<file path="src/inc/general_timer_defs.vh">
// register map, field positions, reset values and codes of the general timer
`ifndef GENERAL_TIMER_DEFS_VH
`define GENERAL_TIMER_DEFS_VH

`define GT_ADDR_LOAD        32'hffff0320
`define GT_ADDR_VALUE       32'hffff0324
`define GT_ADDR_CONTROL     32'hffff0328
`define GT_ADDR_CLEAR       32'hffff032c
`define GT_ADDR_CAPTURE     32'hffff0330

`define GT_RST_LOAD         32'h00000000
`define GT_RST_VALUE        32'h0fffffff
`define GT_RST_CONTROL      32'h01000000
`define GT_RST_CAPTURE      32'h00000000

`define GT_CTL_PCOUNT_HI    31
`define GT_CTL_PCOUNT_LO    24
`define GT_CTL_PEN          23
`define GT_CTL_PFLAG        19
`define GT_CTL_ISRC         18
`define GT_CTL_CAPEN        17
`define GT_CTL_CAPSEL_HI    16
`define GT_CTL_CAPSEL_LO    12
`define GT_CTL_CLKSEL_HI    10
`define GT_CTL_CLKSEL_LO    9
`define GT_CTL_UP           8
`define GT_CTL_EN           7
`define GT_CTL_PERIODIC     6
`define GT_CTL_FMT_HI       5
`define GT_CTL_FMT_LO       4
`define GT_CTL_SCALE_HI     3
`define GT_CTL_SCALE_LO     0

`define GT_CLK_LPOSC        2'h0
`define GT_CLK_CORE_DIV     2'h1
`define GT_CLK_CORE         2'h2
`define GT_CLK_PIN          2'h3

`define GT_FMT_BINARY       2'h0
`define GT_FMT_TOD23        2'h2
`define GT_FMT_TOD255       2'h3

`define GT_SCALE_1          4'h0
`define GT_SCALE_16         4'h4
`define GT_SCALE_256        4'h8
`define GT_SCALE_32768      4'hf

`define GT_TOD_MAX_MINSEC   6'h3b
`define GT_TOD_MAX_TICK     7'h7f
`define GT_TOD_MAX_HOUR23   8'h17
`define GT_TOD_MAX_HOUR255  8'hff

`define GT_CAP_SOURCES      18

`endif

</file>
<file path="src/rtl/general_timer_with_capture.v">
// 32-bit up/down timer with prescaler, postscaler, time-of-day format and event capture
`timescale 1ns/1ps
`default_nettype none
`include "general_timer_defs.vh"

module general_timer_with_capture #(
	parameter PIN_INDEX = 0
) (
	// clock and reset
	input  wire        ref_clk_in,
	input  wire        reset_in,
	// register port
	input  wire [31:0] addr_in,
	input  wire [31:0] wdata_in,
	input  wire        write_in,
	input  wire        read_in,
	output reg  [31:0] rdata_out,
	// count sources
	input  wire        lp_osc_in,
	input  wire        core_div_tick_in,
	input  wire [1:0]  pin_clk_in,
	input  wire        low_power_in,
	// capture sources
	input  wire [17:0] event_source_in,
	input  wire [17:0] event_enabled_in,
	// interrupt
	output reg         timer_irq_out
);

	reg  [31:0] load_value_r;
	reg  [31:0] count_value_r;
	reg  [31:0] capture_value_r;
	reg  [7:0]  postscale_target_r;
	reg  [7:0]  postscale_count_r;
	reg         postscale_enable_r;
	reg         postscale_compare_flag_r;
	reg         interrupt_source_select_r;
	reg         capture_enable_r;
	reg  [4:0]  capture_event_select_r;
	reg  [1:0]  clock_source_select_r;
	reg         count_direction_r;
	reg         timer_enable_r;
	reg         periodic_mode_r;
	reg  [1:0]  count_format_r;
	reg  [3:0]  prescale_select_r;
	reg  [14:0] prescale_cnt_r;
	reg         lp_osc_prev_r;
	reg         pin_prev_r;
	reg         event_prev_r;

	localparam [31:0] RST_CONTROL = `GT_RST_CONTROL;

	wire        wr_load    = write_in && (addr_in == `GT_ADDR_LOAD);
	wire        wr_control = write_in && (addr_in == `GT_ADDR_CONTROL);
	wire        wr_clear   = write_in && (addr_in == `GT_ADDR_CLEAR);

	// source edge selection; core sources stop in low power, the others run on
	wire        pin_level  = pin_clk_in[PIN_INDEX];
	reg         src_tick;
	always @* begin
		case (clock_source_select_r)
			`GT_CLK_LPOSC:    src_tick = lp_osc_in & ~lp_osc_prev_r;
			`GT_CLK_CORE_DIV: src_tick = core_div_tick_in & ~low_power_in;
			`GT_CLK_CORE:     src_tick = ~low_power_in;
			`GT_CLK_PIN:      src_tick = pin_level & ~pin_prev_r;
			default:          src_tick = 1'b0;
		endcase
	end

	// undefined prescale codes fall back to divide by one
	reg  [14:0] prescale_last;
	always @* begin
		case (prescale_select_r)
			`GT_SCALE_16:    prescale_last = 15'h000f;
			`GT_SCALE_256:   prescale_last = 15'h00ff;
			`GT_SCALE_32768: prescale_last = 15'h7fff;
			default:         prescale_last = 15'h0000;
		endcase
	end

	wire        count_tick = timer_enable_r && src_tick && (prescale_cnt_r == prescale_last);
	wire        tod_mode   = count_format_r[1];
	wire [7:0]  hour_max   = count_format_r[0] ? `GT_TOD_MAX_HOUR255 : `GT_TOD_MAX_HOUR23;

	// full scale and the free-running down-count restart value depend on the format; free-running up counting restarts at zero
	wire [31:0] full_scale = tod_mode ? {hour_max, 2'h0, `GT_TOD_MAX_MINSEC, 2'h0, `GT_TOD_MAX_MINSEC, 1'b0,
	                                     `GT_TOD_MAX_TICK} : 32'hffffffff;
	wire [31:0] terminal   = count_direction_r ? full_scale : 32'h00000000;

	function [31:0] restart_value;
		input        periodic;
		input        up;
		input [31:0] load;
		input [31:0] fs;
		begin
			if (periodic)
				restart_value = load;
			else if (up)
				restart_value = 32'h00000000;
			else
				restart_value = fs;
		end
	endfunction

	// time-of-day step; gap bits are forced to zero
	function [31:0] tod_step;
		input [31:0] v;
		input        up;
		input [7:0]  hmax;
		reg   [7:0]  h;
		reg   [5:0]  m;
		reg   [5:0]  s;
		reg   [6:0]  t;
		begin
			h = v[31:24];
			m = v[21:16];
			s = v[13:8];
			t = v[6:0];
			if (up) begin
				if (t != `GT_TOD_MAX_TICK) begin
					t = t + 7'h01;
				end else begin
					t = 7'h00;
					if (s < `GT_TOD_MAX_MINSEC) begin
						s = s + 6'h01;
					end else begin
						s = 6'h00;
						if (m < `GT_TOD_MAX_MINSEC) begin
							m = m + 6'h01;
						end else begin
							m = 6'h00;
							h = (h >= hmax) ? 8'h00 : h + 8'h01;
						end
					end
				end
			end else begin
				if (t != 7'h00) begin
					t = t - 7'h01;
				end else begin
					t = `GT_TOD_MAX_TICK;
					if (s != 6'h00) begin
						s = (s > `GT_TOD_MAX_MINSEC) ? `GT_TOD_MAX_MINSEC : s - 6'h01;
					end else begin
						s = `GT_TOD_MAX_MINSEC;
						if (m != 6'h00) begin
							m = (m > `GT_TOD_MAX_MINSEC) ? `GT_TOD_MAX_MINSEC : m - 6'h01;
						end else begin
							m = `GT_TOD_MAX_MINSEC;
							h = (h == 8'h00) ? hmax : h - 8'h01;
						end
					end
				end
			end
			tod_step = {h, 2'h0, m, 2'h0, s, 1'b0, t};
		end
	endfunction

	wire [31:0] bin_step  = count_direction_r ? count_value_r + 32'h00000001 : count_value_r - 32'h00000001;
	wire [31:0] next_step = tod_mode ? tod_step(count_value_r, count_direction_r, hour_max) : bin_step;
	// reaching terminal counts as a timeout and the restart value is taken at once,
	// so the period is exactly the number of steps to terminal
	wire        timeout   = count_tick && (next_step == terminal);

	wire [7:0]  post_goal   = (postscale_target_r == 8'h00) ? 8'h01 : postscale_target_r;
	wire        post_match  = timeout && postscale_enable_r && (postscale_count_r + 8'h01 == post_goal);
	wire        irq_event   = interrupt_source_select_r ? post_match : timeout;

	// capture source mux; reserved codes select nothing
	reg         event_level;
	always @* begin
		case (capture_event_select_r)
			5'h01, 5'h02, 5'h03, 5'h04: event_level = event_source_in[capture_event_select_r - 5'h01] &
			                                          event_enabled_in[capture_event_select_r - 5'h01];
			5'h08, 5'h09, 5'h0a, 5'h0b, 5'h0c, 5'h0d, 5'h0e, 5'h0f, 5'h10, 5'h11:
			                            event_level = event_source_in[capture_event_select_r] &
			                                          event_enabled_in[capture_event_select_r];
			default:                    event_level = 1'b0;
		endcase
	end
	wire        capture_hit = capture_enable_r && event_level && !event_prev_r;

	// counting path
	always @(posedge ref_clk_in or posedge reset_in) begin
		if (reset_in) begin
			count_value_r  <= `GT_RST_VALUE;
			prescale_cnt_r <= 15'h0000;
			lp_osc_prev_r  <= 1'b0;
			pin_prev_r     <= 1'b0;
			event_prev_r   <= 1'b0;
		end else begin
			lp_osc_prev_r <= lp_osc_in;
			pin_prev_r    <= pin_level;
			event_prev_r  <= event_level;
			if (wr_control) begin
				prescale_cnt_r <= 15'h0000;
				// start from the freshly written configuration
				count_value_r  <= restart_value(wdata_in[`GT_CTL_PERIODIC], wdata_in[`GT_CTL_UP], load_value_r,
				                               (wdata_in[`GT_CTL_FMT_HI] ? {(wdata_in[`GT_CTL_FMT_LO] ?
				                               `GT_TOD_MAX_HOUR255 : `GT_TOD_MAX_HOUR23), 2'h0, `GT_TOD_MAX_MINSEC,
				                               2'h0, `GT_TOD_MAX_MINSEC, 1'b0, `GT_TOD_MAX_TICK} : 32'hffffffff));
			end else if (timer_enable_r && src_tick) begin
				prescale_cnt_r <= count_tick ? 15'h0000 : prescale_cnt_r + 15'h0001;
				if (timeout)
					count_value_r <= restart_value(periodic_mode_r, count_direction_r, load_value_r, full_scale);
				else if (count_tick)
					count_value_r <= next_step;
			end
		end
	end

	// register file, postscaler, interrupt and capture
	always @(posedge ref_clk_in or posedge reset_in) begin
		if (reset_in) begin
			load_value_r              <= `GT_RST_LOAD;
			capture_value_r           <= `GT_RST_CAPTURE;
			postscale_target_r        <= RST_CONTROL[`GT_CTL_PCOUNT_HI:`GT_CTL_PCOUNT_LO];
			postscale_count_r         <= 8'h00;
			postscale_enable_r        <= 1'b0;
			postscale_compare_flag_r  <= 1'b0;
			interrupt_source_select_r <= 1'b0;
			capture_enable_r          <= 1'b0;
			capture_event_select_r    <= 5'h00;
			clock_source_select_r     <= 2'h0;
			count_direction_r         <= 1'b0;
			timer_enable_r            <= 1'b0;
			periodic_mode_r           <= 1'b0;
			count_format_r            <= 2'h0;
			prescale_select_r         <= 4'h0;
			timer_irq_out             <= 1'b0;
			rdata_out                 <= 32'h00000000;
		end else begin
			if (wr_load)
				load_value_r <= wdata_in;
			if (wr_control) begin
				postscale_target_r        <= wdata_in[`GT_CTL_PCOUNT_HI:`GT_CTL_PCOUNT_LO];
				postscale_enable_r        <= wdata_in[`GT_CTL_PEN];
				interrupt_source_select_r <= wdata_in[`GT_CTL_ISRC];
				capture_enable_r          <= wdata_in[`GT_CTL_CAPEN];
				capture_event_select_r    <= wdata_in[`GT_CTL_CAPSEL_HI:`GT_CTL_CAPSEL_LO];
				clock_source_select_r     <= wdata_in[`GT_CTL_CLKSEL_HI:`GT_CTL_CLKSEL_LO];
				count_direction_r         <= wdata_in[`GT_CTL_UP];
				timer_enable_r            <= wdata_in[`GT_CTL_EN];
				periodic_mode_r           <= wdata_in[`GT_CTL_PERIODIC];
				count_format_r            <= wdata_in[`GT_CTL_FMT_HI:`GT_CTL_FMT_LO];
				prescale_select_r         <= wdata_in[`GT_CTL_SCALE_HI:`GT_CTL_SCALE_LO];
				postscale_count_r         <= 8'h00;
			end else if (timeout && postscale_enable_r) begin
				postscale_count_r <= post_match ? 8'h00 : postscale_count_r + 8'h01;
			end
			// a new event in the clearing cycle wins over the clear
			if (post_match)
				postscale_compare_flag_r <= 1'b1;
			else if (wr_clear || wr_control)
				postscale_compare_flag_r <= 1'b0;
			if (irq_event)
				timer_irq_out <= 1'b1;
			else if (wr_clear)
				timer_irq_out <= 1'b0;
			if (capture_hit)
				capture_value_r <= count_value_r;
			// read data stand for the one cycle after the strobe; sampling never disturbs counting
			if (read_in) begin
				case (addr_in)
					`GT_ADDR_LOAD:    rdata_out <= load_value_r;
					`GT_ADDR_VALUE:   rdata_out <= count_value_r;
					`GT_ADDR_CAPTURE: rdata_out <= capture_value_r;
					`GT_ADDR_CONTROL: rdata_out <= {(postscale_enable_r ? postscale_count_r : postscale_target_r),
					                                postscale_enable_r, 3'h0, postscale_compare_flag_r,
					                                interrupt_source_select_r, capture_enable_r,
					                                capture_event_select_r, 1'b0, clock_source_select_r,
					                                count_direction_r, timer_enable_r, periodic_mode_r,
					                                count_format_r, prescale_select_r};
					default:          rdata_out <= 32'h00000000;
				endcase
			end else begin
				rdata_out <= 32'h00000000;
			end
		end
	end

endmodule // general_timer_with_capture
`default_nettype wire

</file>
<file path="config.mk">
export PLATFORM = sky130hd
export DESIGN_NAME = general_timer_with_capture
export DESIGN_NICKNAME = d
export VERILOG_FILES = /design/src/rtl/general_timer_with_capture.v
export VERILOG_INCLUDE_DIRS = /design/src /design/src/inc
export SDC_FILE = /design/constraint.sdc
export NUM_CORES = 1
export LEC_CHECK = 0
export ABC_AREA = 0
export BUFFER_PORTS_ARGS = -buffer_cell sky130_fd_sc_hd__clkbuf_2
export CORE_ASPECT_RATIO = 1.5
export CORE_MARGIN = 5
export CORE_UTILIZATION = 40
export DETAILED_ROUTE_END_ITERATION = 12
export GPL_TIMING_DRIVEN = 0
export HOLD_SLACK_MARGIN = 0.15
export PLACE_DENSITY_LB_ADDON = 0.05
export SETUP_SLACK_MARGIN = 0.2
export SYNTH_ARGS = -nofsm -noshare
export SYNTH_HDL_FRONTEND = slang
export SYNTH_SLANG_ARGS = --single-unit
export TNS_END_PERCENT = 1
</file>
<file path="constraint.sdc">
create_clock -name ref_clk_in -period 6.8 [get_ports ref_clk_in]
set_input_delay 0.34 -clock ref_clk_in [delete_from_list [all_inputs] [get_ports ref_clk_in]]
set_output_delay 0.34 -clock ref_clk_in [all_outputs]
set_load 0.03 [all_outputs]
</file>
==> metrics.cfg <==
[drt]
vias=14100
dr.pass1.iters=6
drt-vias-per-instance=6.05
wl_per_cell_um=23.8
final_antenna_net_count=0
drtIter0Drc=1400
drc=0
drt-total-wl_mm=55.6

[yosys]
synth_fa_ha_area_share_pct=4.67
yosysUniqueCellTypes=94
syn_area_um2=14100
synth_compound_area_share_pct=24.6
synthArstFlopShare_pct=100
yosys_warnings=0
synth_edf_count=0
synth-seq-area-share_pct=32.8
syn-num-nets=1814
synth_simple_gate_area_share_pct=20.8
ys_seq_elements=183
synth-xor-area-share_pct=2.68
synthMuxAreaShare_pct=9.86
synth_top_family_by_area=compound AO/OA/AOI/OAI gates
ys.flop_type=dfrtp_1
post_synth.cell_area_avg_um2=8.50
synthCells=1654

[hold_path]
holdPathStages=3
hold_class=input pin to flip-flop

[power]
power.leakage_nw=7.28
p_int_w=0.00168
pwr_density_cell_nw_per_um2=136
p_sw_share_pct=24.1
switching_power_w=0.000534
combPwrFrac_pct=4.7
seqPwrFrac_pct=49.1
p_clk_share_pct=46.2
ir_worst_vdd_mv=0.128

[finish]
fin_nets=2005
drive_gt1_share_pct=17.7
stdcell_count=2331
antenna_cells=0
post-route-util_pct=46.7
area_delta_synth_final_pct=16.0

[clock_tree]
cts_resized=0
clock-sinks=183
clkTransAtPathRegs_ps=80
htree_levels=4
cts_buffers=17
cts_buffer_depth=2
cts_tree=built
root_buffer=clkbuf_16
insertion_delay_ps=460

[global_routing]
grtUsageMet2_pct=51.8
grtUsageTotal_pct=28.1
grt_remaining_overflow=0
grt_max_degree=98
top_usage_layer=met2
antenna_found_initial=0
grt_pass1_vias=13900
grt_pass1_wl_mm=83.8
met3_usage_pct=2.93
grt_use_met1_pct=32.6

[floorplan]
start_util_pct=40.3
io_pins=142
die_w_um=163
core_um2=34900
die_area_um2=39100
die_h_um=240
row_count=84

[worst_setup_path]
crit_path_end_kind=flip-flop
cp_max_fo=26
crit_required_ps=7150
r2r_cells=19
critPathArrivalTime_ps=6600
crit_path_start_kind=flip-flop
worstSetupPathType=flip-flop to flip-flop

[placement]
io_buffers=139
dp.cells=2268
place_congestion=0.957
dp_hpwl_mm=44.2

[sta]
rsz0062_at_grt=false
slew_viol_final=0
setup_viol=0
period_needed_ps=6250
skew_ps=16.3
slew_headroom_pct=17.2
hold_violations=0
holdWs_ps=160
period_share_pct=91.9
tns_ps=0
worstMarginPinSlew_ps=1230
max_freq_mhz=160

[outcome]
status=completed

[run]
maxCapViolations=0

[cell usage in the layout (no fill, tap or decap), drive strengths merged, types with 7 or more instances in the layout]
| master | n |
|---|---|
| clkbuf | 253 |
| nand2 | 207 |
| a21oi | 168 |
| dfrtp | 154 |
| o21ai | 97 |
| nor2 | 96 |
| mux2 | 67 |
| ha | 50 |
| inv | 48 |
| nor3 | 47 |
| a31oi | 44 |
| nand3 | 37 |
| mux2i | 36 |
| nand4 | 34 |
| a222oi | 32 |
| a21o | 31 |
| and3 | 29 |
| dfstp | 29 |
| buf | 29 |
| dlygate4sd3 | 27 |
| xnor2 | 22 |
| xor2 | 21 |
| nor4 | 18 |
| or3 | 17 |
| o211ai | 16 |
| o31ai | 16 |
| and2 | 14 |
| a211oi | 13 |
| nor2b | 12 |
| mux4 | 12 |
| nand2b | 10 |
| o2111ai | 10 |
| o22ai | 10 |
| or2 | 9 |
| o21a | 7 |
| a22oi | 7 |
| or4 | 7 |
[final timing paths]
kind                                  startpoint                         to  slack, ps
setup / recovery               count_direction_r           count_value_r[2]        550
hold / removal                      wdata_in[12]  capture_event_select_r[0]        160
setup reg to reg               count_direction_r           count_value_r[2]        550
hold reg to reg            postscale_target_r[0]      postscale_target_r[0]        480
max in group asynchronous               reset_in      postscale_target_r[0]       5330
min in group asynchronous               reset_in               rdata_out[9]        540
[per-stage QoR]
| step | instance area, um^2 | total power, W | setup slack, ps |
|---|---|---|---|
| 6_report | 16300 | 0.00222 | 553 |
| 5_1_grt | 16300 | 0.00229 | 356 |
| 4_1_cts | 16300 | 0.00223 | 274 |
| 3_5_place_dp | 15400 | 0.00120 | 336 |
| 3_3_place_gp | 15300 | 0.00120 | -876 |
| 2_1_floorplan | 14100 | 0.00114 | 1490 |
[worst max-delay path: stages, from the launching register on]
cell and delay (ps):
dfrtp_1 450, inv_1 320, clkbuf_2 490, buf_16 240
ha_1 250, clkbuf_1 190, a21o_1 220, a31o_2 260
a31o_2 290, o2111a_1 340, or2_2 350, a311oi_1 620
and2_1 220, nand4_1 200, a2111oi_4 400, buf_4 200
and2_0 120, clkbuf_1 390, a21oi_1 230, o21ai_0 340
[cells in the mapped netlist (7+ instances only)]
cell	number	area (um^2)
nand2_1	207	777
a21oi_1	168	841
dfrtp_1	154	3850
clkbuf_1	97	364
nor2_1	96	360
o21ai_0	93	465
mux2_2	67	754
ha_1	50	626
nor3_1	45	225
a31oi_1	44	275
inv_1	42	158
mux2i_1	36	360
nand3_1	36	180
a222oi_1	32	320
nand4_1	32	200
a21o_1	31	233
and3_1	29	181
dfstp_2	29	762
xnor2_1	22	193
xor2_1	21	184
or3_1	17	106
o211ai_1	16	120
nor4_1	15	93.8
o31ai_1	14	105
a211oi_1	13	97.6
and2_1	13	81.3
buf_1	12	45.0
mux4_2	12	270
nor2b_1	12	75.1
nand2b_1	10	62.6
o2111ai_1	10	87.6
o22ai_1	10	62.6
buf_2	9	45.0
a22oi_1	7	52.6
o21a_1	7	52.6
or2_2	7	43.8
[area by class of cell]
type / instances / area (um^2)
fillers: 3526 / 18600
multi-input cells: 1308 / 8800
flip-flops and latches: 183 / 4620
repair buffers: 172 / 1050
well taps: 473 / 592
plain buffers: 120 / 478
clock buffers: 17 / 425
inverters: 43 / 169
clock inverters: 15 / 165
[what timing repair did]
item	CTS	global route
endpoints found under the setup margin	0	2
hold buffers	27	0
hold endpoints to repair	104	0
setup buffers	0	4
[cells by family (layout without fill, tap and decap cells)]
group / count (synthesis) / in the layout
simple gates: 574 / 574
fa+ha+maj: 52 / 52
mux: 115 / 115
buf+inv: 163 / 367
compound gates: 524 / 524
flops: 183 / 183
xor+xnor: 43 / 43
[metal layers]
layer,wire [um],up-vias
li1,-,6638
met1,21800,6898
met2,29100,456
met3,2150,116
met4,2540,0
met5,0,-
[registers in the layout, summed over array words and instances, names as in the netlist, 2 cells and up]
name and cells:
capture_value_r 32, count_value_r 32, rdata_out 32, capture_event_select_r 5, postscale_target_r 8, postscale_count_r 8
count_format_r 2, prescale_cnt_r 15, clock_source_select_r 2, prescale_select_r 4, load_value_r 32
[power groups by stage]
stage,Clock (W),Combinational (W),Sequential [W]
2_1_floorplan,0,0.0000346,0.00111
3_3_place_gp,0,0.0000881,0.00111
3_5_place_dp,0,0.0000920,0.00111
4_1_cts,0.00104,0.000105,0.00109
5_1_grt,0.00108,0.000114,0.00109
6_report,0.00103,0.000103,0.00109
No activity file was read; power rests on OpenSTA's default activity.
